$ cat src/design/mbv_consts.vh
// Purpose: Constants for the maintenance bypass and coincidence voting block
// Assumes: Four separation groups, a fixed number of safety functions per group
// Notes:   Timing counts are in cycles of the 10 MHz clock
`ifndef MBV_CONSTS_VH
`define MBV_CONSTS_VH

`define MBV_GROUPS          4
`define MBV_FUNCS           4
`define MBV_VOTE_THRESHOLD  3'h2
`define MBV_CLK_PERIOD_NS   100
// Packet response timeout, 50 us, rounded down to whole cycles
`define MBV_RESP_TIMEOUT_US 50
// Sized to the timer width so the compare never meets a 32-bit value
`define MBV_RESP_TIMEOUT_CYC 10'h1f4
`define MBV_TIMER_W         10
// Packet field positions: [FUNCS-1:0] algorithm trips, then out-of-service bit
`define MBV_PKT_TRIP_LSB    0
`define MBV_PKT_OOS_BIT     4
`define MBV_PKT_W           5
// Vote source codes reported per function
`define MBV_SRC_COMPUTED    2'h0
`define MBV_SRC_BYPASS      2'h1
`define MBV_SRC_FORCED_TRIP 2'h2
`define MBV_SRC_NO_RESPONSE 2'h3

`endif

$ cat src/design/mbv_voting.v
// Purpose: Per-group maintenance bypass selection and two-of-four coincidence voting
// Assumes: Packets arrive as one-cycle strobes; switch levels come from outside the clock
// Notes:   The group stays with its last good packet until the response timer expires
//
// Contract
// - Four channel votes per function; actuate when at least two indicate trip.
// - Out of service with switch at bypass sends no-trip, ignoring computed result.
// - Out of service with switch at trip sends trip, ignoring computed result.
// - Bypassed channel keeps threshold; two of remaining three must trip.
// - Forced-trip channel keeps threshold; any one other trip actuates.
// - In service, the computed algorithm result is forwarded to the voter.
// - No valid response raises an alarm; vote follows the trip/bypass switch.
// - Out-of-service status is taken only from the packet field.
// - Parameter writes allowed only while the module is out of service.
// - Trip/bypass switch position becomes a synchronised logic level for all modules.
// - Bypassed and out-of-service status is reported to control and display systems.
// - Breaker undervoltage trip outputs stay unasserted while trip logic is tested.
// - Actuation divisions have no bypass path; only channel selection is bypassable.
// - Cooling action completes only after valve open feedback is received.
`timescale 1ns/10ps
`include "mbv_consts.vh"
`default_nettype none

module mbv_voting (
    input  wire                                 clk,
    input  wire                                 reset,
    input  wire [`MBV_GROUPS-1:0]               pktValid,
    input  wire [`MBV_GROUPS*`MBV_PKT_W-1:0]    pktData,
    input  wire [`MBV_GROUPS*`MBV_FUNCS-1:0]    tripBypassSwitch,
    input  wire                                 paramWriteReq,
    input  wire [1:0]                           paramWriteGroup,
    input  wire                                 tripLogicTest,
    input  wire                                 coolingFunctionIndex,
    input  wire [1:0]                           valveOpenFeedback,
    output reg  [`MBV_GROUPS*`MBV_FUNCS-1:0]    voteToVoter,
    output reg  [`MBV_FUNCS-1:0]                actuate,
    output reg  [`MBV_FUNCS-1:0]                breakerUvTrip,
    output reg  [`MBV_GROUPS-1:0]               noResponseAlarm,
    output reg  [`MBV_GROUPS-1:0]               outOfServiceStatus,
    output reg  [`MBV_GROUPS*`MBV_FUNCS-1:0]    bypassedStatus,
    output reg  [`MBV_GROUPS*`MBV_FUNCS-1:0]    forcedTripStatus,
    output reg  [`MBV_GROUPS*`MBV_FUNCS*2-1:0]  voteSource,
    output reg                                  paramWriteGrant,
    output reg                                  coolingComplete
);

    localparam GF = `MBV_GROUPS * `MBV_FUNCS;
    localparam [`MBV_TIMER_W-1:0] TIMEOUT = `MBV_RESP_TIMEOUT_CYC;

    // Population count of four votes compared against the fixed threshold
    function coincidence;
        input [3:0] v;
        reg   [2:0] n;
        begin
            n = {2'h0, v[0]} + {2'h0, v[1]} + {2'h0, v[2]} + {2'h0, v[3]};
            coincidence = (n >= `MBV_VOTE_THRESHOLD);
        end
    endfunction

    // Two-stage synchronisers for switch and valve pins
    reg [GF-1:0] swMeta;
    reg [GF-1:0] swLevel;
    reg [1:0]    valveMeta;
    reg [1:0]    valveLevel;
    reg          testMeta;
    reg          testLevel;

    always @(posedge clk or posedge reset) begin
        if (reset) begin
            swMeta     <= {GF{1'b0}};
            swLevel    <= {GF{1'b0}};
            valveMeta  <= 2'h0;
            valveLevel <= 2'h0;
            testMeta   <= 1'b0;
            testLevel  <= 1'b0;
        end else begin
            swMeta     <= tripBypassSwitch;
            swLevel    <= swMeta;
            valveMeta  <= valveOpenFeedback;
            valveLevel <= valveMeta;
            testMeta   <= tripLogicTest;
            testLevel  <= testMeta;
        end
    end

    // Latched packet contents and response timers per group
    reg [`MBV_FUNCS-1:0]     pktTrip [0:`MBV_GROUPS-1];
    reg [`MBV_GROUPS-1:0]    pktOos;
    reg [`MBV_TIMER_W-1:0]   respTimer [0:`MBV_GROUPS-1];
    reg [`MBV_GROUPS-1:0]    respValid;
    integer g;

    always @(posedge clk or posedge reset) begin
        if (reset) begin
            pktOos    <= {`MBV_GROUPS{1'b0}};
            respValid <= {`MBV_GROUPS{1'b0}};
            for (g = 0; g < `MBV_GROUPS; g = g + 1) begin
                pktTrip[g]   <= {`MBV_FUNCS{1'b0}};
                respTimer[g] <= {`MBV_TIMER_W{1'b0}};
            end
        end else begin
            for (g = 0; g < `MBV_GROUPS; g = g + 1) begin
                if (pktValid[g]) begin
                    pktTrip[g]   <= pktData[g*`MBV_PKT_W+`MBV_PKT_TRIP_LSB +: `MBV_FUNCS];
                    pktOos[g]    <= pktData[g*`MBV_PKT_W+`MBV_PKT_OOS_BIT];
                    respTimer[g] <= {`MBV_TIMER_W{1'b0}};
                    respValid[g] <= 1'b1;
                end else if (respTimer[g] == TIMEOUT - 1'b1) begin
                    // Missing packets count as an invalid response
                    respValid[g] <= 1'b0;
                end else begin
                    respTimer[g] <= respTimer[g] + 1'b1;
                end
            end
        end
    end

    // Per-function selection; out of service only honoured with a valid packet
    reg [GF-1:0]   next_vote;
    reg [GF-1:0]   next_bypassed;
    reg [GF-1:0]   next_forced;
    reg [GF*2-1:0] next_source;
    reg [`MBV_FUNCS-1:0] next_actuate;
    reg [3:0]      col;
    integer i;
    integer j;

    always @* begin
        next_vote     = {GF{1'b0}};
        next_bypassed = {GF{1'b0}};
        next_forced   = {GF{1'b0}};
        next_source   = {GF*2{1'b0}};
        next_actuate  = {`MBV_FUNCS{1'b0}};
        col           = 4'h0;
        for (i = 0; i < `MBV_GROUPS; i = i + 1) begin
            for (j = 0; j < `MBV_FUNCS; j = j + 1) begin
                if (!respValid[i]) begin
                    next_vote[i*`MBV_FUNCS+j] = swLevel[i*`MBV_FUNCS+j];
                    next_source[(i*`MBV_FUNCS+j)*2 +: 2] = `MBV_SRC_NO_RESPONSE;
                end else if (pktOos[i] && swLevel[i*`MBV_FUNCS+j]) begin
                    next_vote[i*`MBV_FUNCS+j]   = 1'b1;
                    next_forced[i*`MBV_FUNCS+j] = 1'b1;
                    next_source[(i*`MBV_FUNCS+j)*2 +: 2] = `MBV_SRC_FORCED_TRIP;
                end else if (pktOos[i]) begin
                    next_vote[i*`MBV_FUNCS+j]     = 1'b0;
                    next_bypassed[i*`MBV_FUNCS+j] = 1'b1;
                    next_source[(i*`MBV_FUNCS+j)*2 +: 2] = `MBV_SRC_BYPASS;
                end else begin
                    next_vote[i*`MBV_FUNCS+j] = pktTrip[i][j];
                    next_source[(i*`MBV_FUNCS+j)*2 +: 2] = `MBV_SRC_COMPUTED;
                end
            end
        end
        // Threshold never moves with bypass or forced trip
        for (j = 0; j < `MBV_FUNCS; j = j + 1) begin
            for (i = 0; i < `MBV_GROUPS; i = i + 1) begin
                col[i] = next_vote[i*`MBV_FUNCS+j];
            end
            next_actuate[j] = coincidence(col);
        end
    end

    // Registered outputs; voting uses votes of the same cycle for least latency
    always @(posedge clk or posedge reset) begin
        if (reset) begin
            voteToVoter        <= {GF{1'b0}};
            actuate            <= {`MBV_FUNCS{1'b0}};
            breakerUvTrip      <= {`MBV_FUNCS{1'b0}};
            noResponseAlarm    <= {`MBV_GROUPS{1'b0}};
            outOfServiceStatus <= {`MBV_GROUPS{1'b0}};
            bypassedStatus     <= {GF{1'b0}};
            forcedTripStatus   <= {GF{1'b0}};
            voteSource         <= {GF*2{1'b0}};
            paramWriteGrant    <= 1'b0;
            coolingComplete    <= 1'b0;
        end else begin
            voteToVoter     <= next_vote;
            // No bypass term on the actuation path itself
            actuate         <= next_actuate;
            breakerUvTrip   <= testLevel ? {`MBV_FUNCS{1'b0}} : next_actuate;
            noResponseAlarm <= ~respValid;
            outOfServiceStatus <= pktOos & respValid;
            bypassedStatus     <= next_bypassed;
            forcedTripStatus   <= next_forced;
            voteSource         <= next_source;
            paramWriteGrant    <= paramWriteReq & pktOos[paramWriteGroup]
                                  & respValid[paramWriteGroup];
            coolingComplete    <= next_actuate[coolingFunctionIndex]
                                  & (&valveLevel);
        end
    end

endmodule

`default_nettype wire

$ cat config.mk
export PLATFORM = sky130hd
export DESIGN_NAME = mbv_voting
export DESIGN_NICKNAME = d
export VERILOG_FILES = /design/src/design/mbv_voting.v
export VERILOG_INCLUDE_DIRS = /design/src /design/src/design
export SDC_FILE = /design/constraint.sdc
export NUM_CORES = 1
export LEC_CHECK = 0
export BUFFER_PORTS_ARGS = -buffer_cell sky130_fd_sc_hd__buf_2
export CAP_MARGIN = 20
export CORE_UTILIZATION = 40
export DETAILED_ROUTE_END_ITERATION = 8
export PLACE_DENSITY = 0.59
export SLEW_MARGIN = 10
export SYNTH_ARGS = -nofsm -noshare
export SYNTH_HDL_FRONTEND = slang
export SYNTH_SLANG_ARGS = --single-unit
$ cat constraint.sdc
create_clock -name clk -period 9 [get_ports clk]
set_input_delay 1.8 -clock clk [delete_from_list [all_inputs] [get_ports clk]]
set_output_delay 1.8 -clock clk [all_outputs]
set_load 0.02 [all_outputs]
==> key figures, run 1 <==
Run status
  • Run status: complete, no violations

STA
  • Final Skew: 0.0113 ns
  • Worst Setup Slack, final: 6.01 ns
  • Final setup viols: 0
  • Max-slew headroom: 0.363
  • Final hold vios: 0
  • Worst slew pin tran: 0.956 ns
  • Fmax: 334 MHz
  • RSZ-0062 raised after global routing: no
  • Final Critical Period: 2.99 ns
  • Part of the cycle the worst path needs: 0.332
  • TNS Setup: 0 ns
  • Fin. max-slew vios: 0

Worst setup path
  • Peak per-stage delay on the critical path: 0.87 ns
  • Critical Path Sink Type: asynchronous set/reset pin
  • Crit-path cells: buf_2 -> inv_8 -> buf_4
  • Startpoint Class: input pin
  • CP max FO: 121
  • Arr. time, crit path: 3.41 ns
  • CP max stage cell: buf_4
  • CP required: 9.42 ns
  • CP Class: input pin to asynchronous set/reset pin

Final layout
  • Area delta synth->final: 22.2%
  • Share of cells above drive strength 1: 0.292
  • Final std cells w/o fill: 926
  • # fillers: 1547
  • Nets@finish: 746
  • # diodes: 0

CTS
  • TritonCTS clock tree: yes
  • CTS Buffer Depth: 2
  • Quantity of gates resized following cts: 0
  • Hold-fix buffers at CTS: 0
  • Clock H-tree levels: 4
  • Clock root cell: clkbuf_16
  • CTS sink cnt: 200
  • Clk_lat worst skew: 0.43 ns
  • Clk slew on worst S/H paths: 0.07 ns
  • Total CTS buffers: 17
  • Setup bufs post-CTS: 0

Yosys
  • Post-synth top cells: dfrtp_1, nand2_1, nor2_1
  • Syn Area/Cell: 13.1 um^2
  • Post-synth EDFFs: 0
  • Synth top area cells: dfrtp_1, mux2_2, nand2_1
  • Simple-Gate Fraction of Synth Area: 0.120
  • Post-Synth Adder-Cell Area: 0.0184
  • Synth unique cells: 36
  • Synth Register Bits: 200
  • Post-synth top area cell: dfrtp_1
  • Synthesized area: 7060 um^2
  • Top FF cell, synth: dfrtp_1
  • Post-synthesis compound-gate area fraction: 0.0328
  • Synth Area in XOR/XNOR: 0.0385
  • Async set or reset register ratio after synthesis: 1.00
  • Share of the synthesized area in the top cell type: 0.709
  • Cells after Synth: 540
  • Largest family of logic cells by synthesized area: simple AND/OR/NAND/NOR gates
  • Sequential fraction of the synthesis area: 0.709
  • Post-Syn Nets: 597
  • Synth warnings: 0
  • Count leader, synth: dfrtp_1
  • Post-synthesis mux area share: 0.0585

Die
  • # IOs: 147
  • # rows: 48
  • Area of the die: 18200 um^2
  • Core Footprint: 17200 um^2
  • Chip Height: 135 um
  • Die width: 135 um
  • Initial Util: 0.410

Pwr
  • PwrDens: 228 nW/um^2
  • Final Total Pwr: 1.97 mW
  • Maximum VDD drop: 0.139 mV
  • Static Leakage: 4.41 nW

Drt
  • Detail Route Antenna Nets: 0
  • First DRT Iteration DRCs: 204
  • Per-cell routed wire length: 15.6 um
  • DRC: 0
  • Pre-antenna DRT Iters: 5
  • Vias post-DR: 4380
  • Vias per std cell: 4.73
  • Final WL: 14.4 mm

Worst hold path
  • Worst min path class: flop to flop

Global routing
  • Vias in the first global route: 4525
  • Initial antenna violation count: 0
  • First-pass GRT wire length: 23.3 mm
  • Largest net degree at the start of global routing: 122
  • Gr ovfl total: 0
  • All-layer global routing usage: 0.172

Job
  • Max-Cap Viols: 0

Placed design
  • RD Place Congestion: 0.805
  • Dpl ws: 5.45 ns
  • Post-DP HPWL: 10.2 mm
  • Port Buffer Count: 146
  • Dpl cells: 895
routing by layer:
layer	wire (um)	GRT usage	up-vias
met1	6700	0.230	2196
li1	-	-	2066
met2	6930	0.273	105
met3	586	0.0417	13
met5	0	0	-
met4	189	0.0624	0
per-stage QoR:
step / cell area (um^2) / hold slack [ns] / utilization
after floorplan: 7060 / 0.331 / -
after global placement: 8020 / 0.333 / 0.465
after detailed placement: 8020 / 0.336 / 0.465
after CTS: 8630 / 0.351 / 0.501
after global routing: 8630 / 0.356 / 0.501
final: 8630 / 0.349 / 0.501
sequential cells by signal, summed over array words and instances (netlist names):
register	cells
pktTrip	16
actuate	4
coolingComplete	1
outOfServiceStatus	4
voteSource	32
testLevel	1
respTimer	40
respValid	4
testMeta	1
breakerUvTrip	4
voteToVoter	16
noResponseAlarm	4
pktOos	4
paramWriteGrant	1
bypassedStatus	16
swMeta	16
valveMeta	2
forcedTripStatus	16
swLevel	16
valveLevel	2
kinds of logic after synthesis:
kind of cell	after synthesis
AND/OR/NAND/NOR	182
AO/OA/AOI/OAI	40
multiplexers	37
flip-flops	200
buffers and inverters	42
XOR/XNOR	31
adder cells (fa/ha/maj)	8
layout by cell type, fill, tap and decap left out, types with 3 or more instances in the layout:
cell and n:
dfrtp_1 200, buf_2 146, nor2_1 54, nand2_1 54, inv_1 24, mux2_2 24, o21ai_0 23, xnor2_1 18
and3_1 18, clkbuf_16 17, nand3_1 14, xor2_1 13, nor3_1 13, mux2i_1 12, nand4_1 7, or3_1 6
a21oi_1 5, nor2b_1 5, fa_1 4, ha_1 4, nand2b_1 3, a21o_1 3, bufinv_16 3, clkinvlp_4 3
clkinv_4 3
report_power, final:
part           internal, mW  leakage [nW]  switching, mW
Sequential            0.958          2.51         0.0324
Combinational        0.0718          1.61          0.133
Clock                 0.451         0.288          0.321
path summary, 6_finish.rpt:
| path | from | end | slack (ns) | depth (start not counted) |
|---|---|---|---|---|
| worst min register to register | swMeta[14]$_DFF_PP0_ | swLevel[14]$_DFF_PP0_ | 0.35 | 0 |
| worst max register to register | pktOos[0]$_DFFE_PP0P_ | coolingComplete$_DFF_PP0_ | 6.77 | 6 |
| min in group asynchronous | reset | breakerUvTrip[2]$_DFF_PP0_ | 1.49 | 2 |
| max in group clk | voteToVoter[7]$_DFF_PP0_ | voteToVoter[7] | 6.21 | 1 |
| worst min-delay path | swMeta[14]$_DFF_PP0_ | swLevel[14]$_DFF_PP0_ | 0.35 | 0 |
| worst max-delay path | reset | voteSource[9]$_DFF_PP0_ | 6.01 | 3 |
critical path, delay by kind of cell:
| family | cells | cell delay (ns) |
|---|---|---|
| buffers and inverters | 3 | 1.50 |
layout make-up:
class                      count  area, um^2  share of cell area
tap                          225         282              0.0326
inverter                      25         101              0.0117
clock inverter                11         149              0.0173
multi-input combinational    298        1900               0.220
clock buffer                  20         457              0.0529
timing repair buffer         147         738              0.0856
sequential                   200        5000               0.580
Note: power is estimated with default switching activity, not from simulation.
==> run 2: changes to the inputs <==
ABC_AREA = 1   (was unset)
clock period = 3.06 ns   (was 9 ns; I/O delays follow)
==> run 2 against run 1 <==
Against the previous run: wire length rose by 8.3%; cell count rose by 16%; core utilization rose by 0.62 points; clock skew fell by 0.0024 ns; critical path depth rose by 7; hold slack got worse by 0.065 ns; die area rose by 2.7%; non-clock buffer count rose by 2; setup slack got worse by 5.1 ns; clock-buffer cell count did not move; via count rose by 14%; final area rose by 2.7%; critical path type is now flop to flop; largest cell class unchanged; largest power group unchanged.
==> key figures, run 2 <==
Run status
  • Run status: complete, no violations

Final layout
  • Area delta synth->final: 22.1%
  • Max reg flops: 40 (unchanged)
  • Reg with most FFs: respTimer
  • Final std cells w/o fill: 1075 (+16%)
  • # fillers: 1611 (+4.1%)
  • # diodes: 0 (unchanged)
  • Most common cell after layout, fill and taps aside: dfrtp_1
  • Nets@finish: 894 (+20%)
  • Share of cells above drive strength 1: 0.236 (-0.0560)
  • Most frequent cells in the layout: dfrtp_1, buf_2, nand2_1, inv_1, nor2_1
  • Post-layout util: 0.507 (+0.00622)
  • Top Registers: respTimer (40), voteSource (32)

CTS
  • Clk slew on worst S/H paths: 0.07 ns (about the same)
  • Total CTS buffers: 17 (unchanged)
  • TritonCTS clock tree: yes
  • CTS Buffer Depth: 2 (unchanged)
  • Clock root cell: clkbuf_16
  • Clock H-tree levels: 4 (unchanged)
  • Hold-fix buffers at CTS: 0 (unchanged)
  • Setup bufs post-CTS: 0 (unchanged)
  • Clk_lat worst skew: 0.43 ns (about the same)
  • Quantity of gates resized following cts: 0 (unchanged)
  • CTS sink cnt: 200 (unchanged)

Worst hold path
  • Worst Hold Launch: tripBypassSwitch[6]
  • Hold path depth: 1 (+1)
  • Worst min path class: input pin to flop
  • Hold EP: swMeta[6]$_DFF_PP0_

Die
  • # rows: 48 (unchanged)
  • Area of the die: 18700 um^2 (+2.7%)
  • Core Footprint: 17500 um^2 (+1.4%)
  • Die width: 137 um (+1.4%)
  • Chip Height: 137 um (+1.4%)
  • # IOs: 147 (unchanged)
  • Initial Util: 0.415 (+0.00554)

STA
  • Worst slew pin tran: 0.511 ns (-0.445 ns)
  • Final Skew: 0.00888 ns (-0.00238 ns)
  • Final Critical Period: 2.10 ns
  • Final hold vios: 0 (unchanged)
  • TNS Setup: 0 ns (unchanged)
  • Fmax: 475 MHz
  • RSZ-0062 raised after global routing: no
  • Fin. max-slew vios: 0 (unchanged)
  • Final setup viols: 0 (unchanged)
  • Part of the cycle the worst path needs: 0.688
  • Worst Setup Slack, final: 0.956 ns (-5.05 ns)
  • Max-slew headroom: 0.658 (+0.296)

Worst setup path
  • CP max FO: 10 (-92%)
  • CP required: 3.38 ns (-6.04 ns)
  • Register-to-register setup slack: 0.96 ns (-5.81 ns)
  • CP Class: flop to flop
  • R2r startpoint: pktOos[3]$_DFFE_PP0P_
  • Critical Path Sink Type: flop
  • Worst path most repeated cell: inv_1
  • Worst-case reg-to-reg path depth: 10 (+4)
  • Reg2reg end: coolingComplete$_DFF_PP0_
  • Crit-path cells: inv_1 -> nand2_1 -> o21ai_0 -> inv_1 -> fa_1 -> inv_1 -> nand3_1 -> nand3_1 -> nand2_1 -> nor2_1
  • Arr. time, crit path: 2.42 ns (-0.99 ns)
  • CP max stage cell: fa_1
  • Startpoint Class: flop
  • Peak per-stage delay on the critical path: 0.49 ns (-0.38 ns)

Yosys
  • Share of the synthesized area in the top cell type: 0.690 (-0.0191)
  • Sequential fraction of the synthesis area: 0.690 (-0.0191)
  • Count leader, synth: dfrtp_1
  • Synth Register Bits: 200 (unchanged)
  • Top FF cell, synth: dfrtp_1
  • Synth warnings: 0 (unchanged)
  • Post-synth EDFFs: 0 (unchanged)
  • Syn Area/Cell: 10.7 um^2 (-18%)
  • Synth unique cells: 30 (-17%)
  • Cells after Synth: 679 (+26%)
  • Post-synth top cells: dfrtp_1, nand2_1, inv_1
  • Post-Syn Nets: 736 (+23%)
  • Post-synth top area cell: dfrtp_1
  • Synthesized area: 7250 um^2 (+2.8%)
  • Async set or reset register ratio after synthesis: 1.00 (unchanged)
  • Synth top area cells: dfrtp_1, nand2_1, o21ai_0

Drt
  • Vias post-DR: 4993 (+14%)
  • DRC: 0 (unchanged)
  • Detail Route Antenna Nets: 0 (unchanged)
  • First DRT Iteration DRCs: 269 (+32%)
  • Pre-antenna DRT Iters: 4 (-1)
  • Per-cell routed wire length: 14.5 um (-6.7%)
  • Final WL: 15.6 mm (+8.3%)
  • Vias per std cell: 4.64 (-1.8%)

Pwr
  • Maximum VDD drop: 0.427 mV (+210%)
  • Final Total Pwr: 5.73 mW (+190%)
  • Static Leakage: 4.63 nW (+5.0%)
  • PwrDens: 647 nW/um^2 (+180%)

Global routing
  • Vias in the first global route: 4807 (+6.2%)
  • First-pass GRT wire length: 24.9 mm (+7.0%)
  • All-layer global routing usage: 0.180 (+0.00777)
  • Largest net degree at the start of global routing: 94 (-23%)
  • Gr ovfl total: 0 (unchanged)
  • Initial antenna violation count: 0 (unchanged)

Job
  • Max-Cap Viols: 0 (unchanged)

Placed design
  • Dpl cells: 1043 (+17%)
  • Port Buffer Count: 146 (unchanged)
  • Post-DP HPWL: 11.2 mm (+10%)
  • Dpl ws: 0.952 ns (-4.50 ns)
  • RD Place Congestion: 0.832 (+3.4%)
run 2: cell count changes in the layout (fill, tap and decap cells not counted), sizes merged, moves of 18 or more:
cell and delta:
o21ai +53, xnor2 -18, mux2 -24, inv +68, nor2 +31, and3 -19
nand2 +66
run 2: metrics by stage:
stage	hold slack [ns]	instance area, um^2
after floorplan	0.331	7260
after global placement	0.332	8270
after detailed placement	0.335	8270
after CTS	0.262	8860
after global routing	0.262	8860
final	0.284	8860
run 2: area by class of cell:
type	instances	area, um^2	share of cell area
clock buffers	20	457	0.0516
inverters	89	338	0.0381
multi-input cells	380	1870	0.211
repair buffers	149	778	0.0879
well taps	225	282	0.0318
flip-flops and latches	200	5000	0.565
clock inverters	12	131	0.0148
run 2: worst max-delay path by stage:
stage	from	slack, ns	cells past startpoint	end
floorplan	reset	-0.14	1	actuate[0]$_DFF_PP0_
global placement	pktOos[3]$_DFFE_PP0P_	1.06	9	coolingComplete$_DFF_PP0_
detailed placement	pktOos[3]$_DFFE_PP0P_	0.95	10	coolingComplete$_DFF_PP0_
CTS	pktOos[3]$_DFFE_PP0P_	0.94	10	coolingComplete$_DFF_PP0_
global route	pktOos[3]$_DFFE_PP0P_	0.70	10	coolingComplete$_DFF_PP0_
finish	pktOos[3]$_DFFE_PP0P_	0.96	10	coolingComplete$_DFF_PP0_
run 2: worst max-delay path: cells and delay by family (launching register included):
kind / cells / cell delay [ns]
compound gates: 1 / 0.32
simple gates: 5 / 0.48
buf+inv: 3 / 0.32
fa+ha+maj: 1 / 0.49
flops: 1 / 0.38
run 2: report_power, final:
group	internal, mW	switching (mW)
clock	1.20	1.01
combinational	0.186	0.444
sequential	2.82	0.0761
total	4.20	1.53
run 2: routing by layer:
metal | up-vias | global-route usage | share of wire
met2 | 121 | 0.276 | 0.47
met4 | 0 | 0.0574 | 0.010
met3 | 9 | 0.0444 | 0.055
li1 | 2472 | - | -
met5 | - | 0 | 0
met1 | 2391 | 0.250 | 0.46
run 2: kinds of logic after synthesis:
| group | after synthesis | synth area share |
|---|---|---|
| AO/OA/AOI/OAI | 105 | 0.0757 |
| XOR/XNOR | 2 | 0.00242 |
| adder cells (fa/ha/maj) | 8 | 0.0179 |
| buffers and inverters | 99 | 0.0529 |
| flip-flops | 200 | 0.690 |
| AND/OR/NAND/NOR | 265 | 0.161 |
==> run 3: changes to the inputs <==
ABC_AREA = 0   (was 1)
PLACE_DENSITY = 0.62   (was 0.59)
clock period = 1.8 ns   (was 3.06 ns; I/O delays follow)
==> run 3 against run 2 <==
Against the previous run: critical endpoint is now breakerUvTrip[3]$_DFF_PP0_; largest power group unchanged; highest routed layer unchanged; setup slack got worse by 0.96 ns; critical path depth shrank 4; flip-flop and latch count stayed put; register-to-register slack lost 0.96 ns; the run now ends with setup timing left.
==> key figures, run 3 (synthesis results as in run 1) <==
Run status
  • Run status: finished, violations left
  • Failing checks: setup timing

Worst setup path
  • CP max FO: 4 (-6)
  • Critical Path Sink Type: flop
  • Setup crit start: pktOos[1]$_DFFE_PP0P_
  • Startpoint Class: flop
  • Peak per-stage delay on the critical path: 0.47 ns (-0.02 ns)
  • Arr. time, crit path: 2.11 ns (-0.31 ns)
  • R2r startpoint: pktOos[1]$_DFFE_PP0P_
  • Crit-path cells: inv_4 -> nand2_4 -> mux2_4 -> fa_1 -> a21o_1 -> nor2b_1
  • Reg2reg end: breakerUvTrip[3]$_DFF_PP0_
  • CP Class: flop to flop
  • CP max stage cell: fa_1
  • Worst path depth: 6 (-4)
  • Crit path to: breakerUvTrip[3]$_DFF_PP0_
  • CP top delay family: adder cells
  • CP required: 2.11 ns (-1.27 ns)
  • Worst-case reg-to-reg path depth: 6 (-4)
  • Crit path buf inv count: 1 (-2)
  • Register-to-register setup slack: -0.003 ns (-0.96 ns)

STA
  • Final Critical Period: 1.80 ns (-0.301 ns)
  • Worst slew pin tran: 0.381 ns (-0.130 ns)
  • Final hold vios: 0 (unchanged)
  • Fin. max-slew vios: 0 (unchanged)
  • Worst Setup Slack, final: -0.00331 ns (-0.959 ns)
  • Final setup viols: 2 (+2)
  • Fmax: 555 MHz (+17%)
  • Part of the cycle the worst path needs: 1.00 (+0.314)
  • Max-slew headroom: 0.738 (+0.0801)
  • Final Skew: 0.00694 ns (-0.00194 ns)
  • RSZ-0062 raised after global routing: yes

Final layout
  • Area delta synth->final: 26.7%
  • Most frequent cells in the layout: dfrtp_1, buf_2, nor2_1, nand2_1, o21ai_0
  • Reg with most FFs: respTimer
  • Nets@finish: 770 (-14%)
  • Top Registers: respTimer (40), voteSource (32)
  • # diodes: 0 (unchanged)
  • Post-layout util: 0.519 (+0.0124)
  • Share of cells above drive strength 1: 0.332 (+0.0955)
  • Max reg flops: 40 (unchanged)
  • Most common cell after layout, fill and taps aside: dfrtp_1

Drt
  • Final WL: 14.6 mm (-6.5%)
  • Vias per std cell: 4.63 (-0.36%)
  • Vias post-DR: 4401 (-12%)
  • DRC: 0 (unchanged)
  • Pre-antenna DRT Iters: 4 (unchanged)
  • First DRT Iteration DRCs: 227 (-16%)
  • Per-cell routed wire length: 15.3 um (+5.7%)
  • Detail Route Antenna Nets: 0 (unchanged)

Pwr
  • Maximum VDD drop: 0.640 mV (+50%)
  • Static Leakage: 4.55 nW (-1.7%)
  • PwrDens: 1100 nW/um^2 (+70%)

Die
  • Die width: 135 um (-1.3%)
  • Chip Height: 135 um (-1.3%)
  • Core Footprint: 17200 um^2 (-1.4%)
  • # IOs: 147 (unchanged)
  • Initial Util: 0.410 (-0.00554)
  • # rows: 48 (unchanged)
  • Area of the die: 18200 um^2 (-2.7%)

CTS
  • TritonCTS clock tree: yes
  • Clock H-tree levels: 4 (unchanged)
  • Clk slew on worst S/H paths: 0.07 ns (about the same)
  • CTS Buffer Depth: 2 (unchanged)
  • Clk_lat worst skew: 0.43 ns (about the same)
  • Clock root cell: clkbuf_16
  • CTS sink cnt: 200 (unchanged)
  • Total CTS buffers: 17 (unchanged)

Global routing
  • First-pass GRT wire length: 23.2 mm (-6.8%)
  • All-layer global routing usage: 0.171 (-0.00869)
  • Vias in the first global route: 4472 (-7.0%)
  • Largest net degree at the start of global routing: 53 (-44%)
  • Gr ovfl total: 0 (unchanged)
  • Initial antenna violation count: 0 (unchanged)

Placed design
  • Dpl ws: -0.0724 ns (-1.02 ns)
  • Port Buffer Count: 146 (unchanged)
  • RD Place Congestion: 0.784 (-5.8%)
  • Post-DP HPWL: 10.8 mm (-4.0%)

Worst hold path
  • Worst min path class: input pin to flop
  • Hold path depth: 1 (unchanged)

Job
  • Max-Cap Viols: 0 (unchanged)
-- run 3: cell count changes in the layout (fill, tap and decap cells not counted), moves of 20 or more --
| cell | delta |
|---|---|
| inv_1 | -64 |
| o21ai_0 | -53 |
| mux2_2 | +20 |
| nand2_1 | -63 |
| nor2_1 | -27 |
| buf_4 | +20 |
-- run 3: area by class of cell --
| class | count | area, um^2 |
|---|---|---|
| tap | 225 | 282 |
| multi-input combinational | 298 | 2010 |
| clock buffer | 20 | 447 |
| timing repair buffer | 171 | 958 |
| fill | 1511 | 8290 |
| clock inverter | 12 | 144 |
| inverter | 25 | 105 |
| sequential | 200 | 5000 |
-- run 3: worst min-delay path by stage --
stage / start / end / slack [ns]
after global placement: swMeta[9]$_DFF_PP0_ / swLevel[9]$_DFF_PP0_ / 0.33
final: tripBypassSwitch[7] / swMeta[7]$_DFF_PP0_ / 0.03
after CTS: tripBypassSwitch[7] / swMeta[7]$_DFF_PP0_ / 0.01
after floorplan: swMeta[0]$_DFF_PP0_ / swLevel[0]$_DFF_PP0_ / 0.33
after global routing: tripBypassSwitch[12] / swMeta[12]$_DFF_PP0_ / 0.01
after detailed placement: swMeta[11]$_DFF_PP0_ / swLevel[11]$_DFF_PP0_ / 0.34
-- run 3: metal layers --
metal  GRT usage  routed length, um
met1       0.223               6300
met4      0.0780                393
met3      0.0488                874
met5           0                  0
met2       0.265               7020
-- run 3: report_power, final --
| part | internal (mW) | leakage [nW] | switching [mW] | total (mW) |
|---|---|---|---|---|
| Combinational | 0.443 | 1.75 | 0.718 | 1.16 |
| Sequential | 4.79 | 2.51 | 0.149 | 4.94 |
| Clock | 2.11 | 0.283 | 1.63 | 3.74 |
| Total | 7.34 | 4.55 | 2.50 | 9.84 |
-- run 3: through the flow --
step / setup TNS (ns) / hold WS (ns) / power [mW] / cells / cell area [um^2]
final: -0.00362 / 0.0346 / 9.84 / 951 / 8950
after global routing: -0.230 / 0.0142 / 10.3 / 951 / 8950
after CTS: -0.0379 / 0.0119 / 9.95 / 948 / 8850
after detailed placement: -0.0724 / 0.336 / 6.15 / 915 / 8240
after global placement: 0 / 0.335 / 6.13 / 915 / 8240
after floorplan: -229.67 / 0.331 / 5.68 / 540 / 7130
-- run 3: worst reg2reg max path: stages, from the launching register on --
cell and delay [ns]:
dfrtp_1 0.41, inv_4 0.07, nand2_4 0.08, mux2_4 0.33, fa_1 0.47, a21o_1 0.20
nor2b_1 0.12
-- run 3: timing repair --
item	in CTS	in global routing
hold buffers	1	0
pin swaps	0	4
endpoints found under the setup margin	2	7
endpoints found under the hold margin	9	0
gates resized for setup	2	14
buffers inserted	0	3
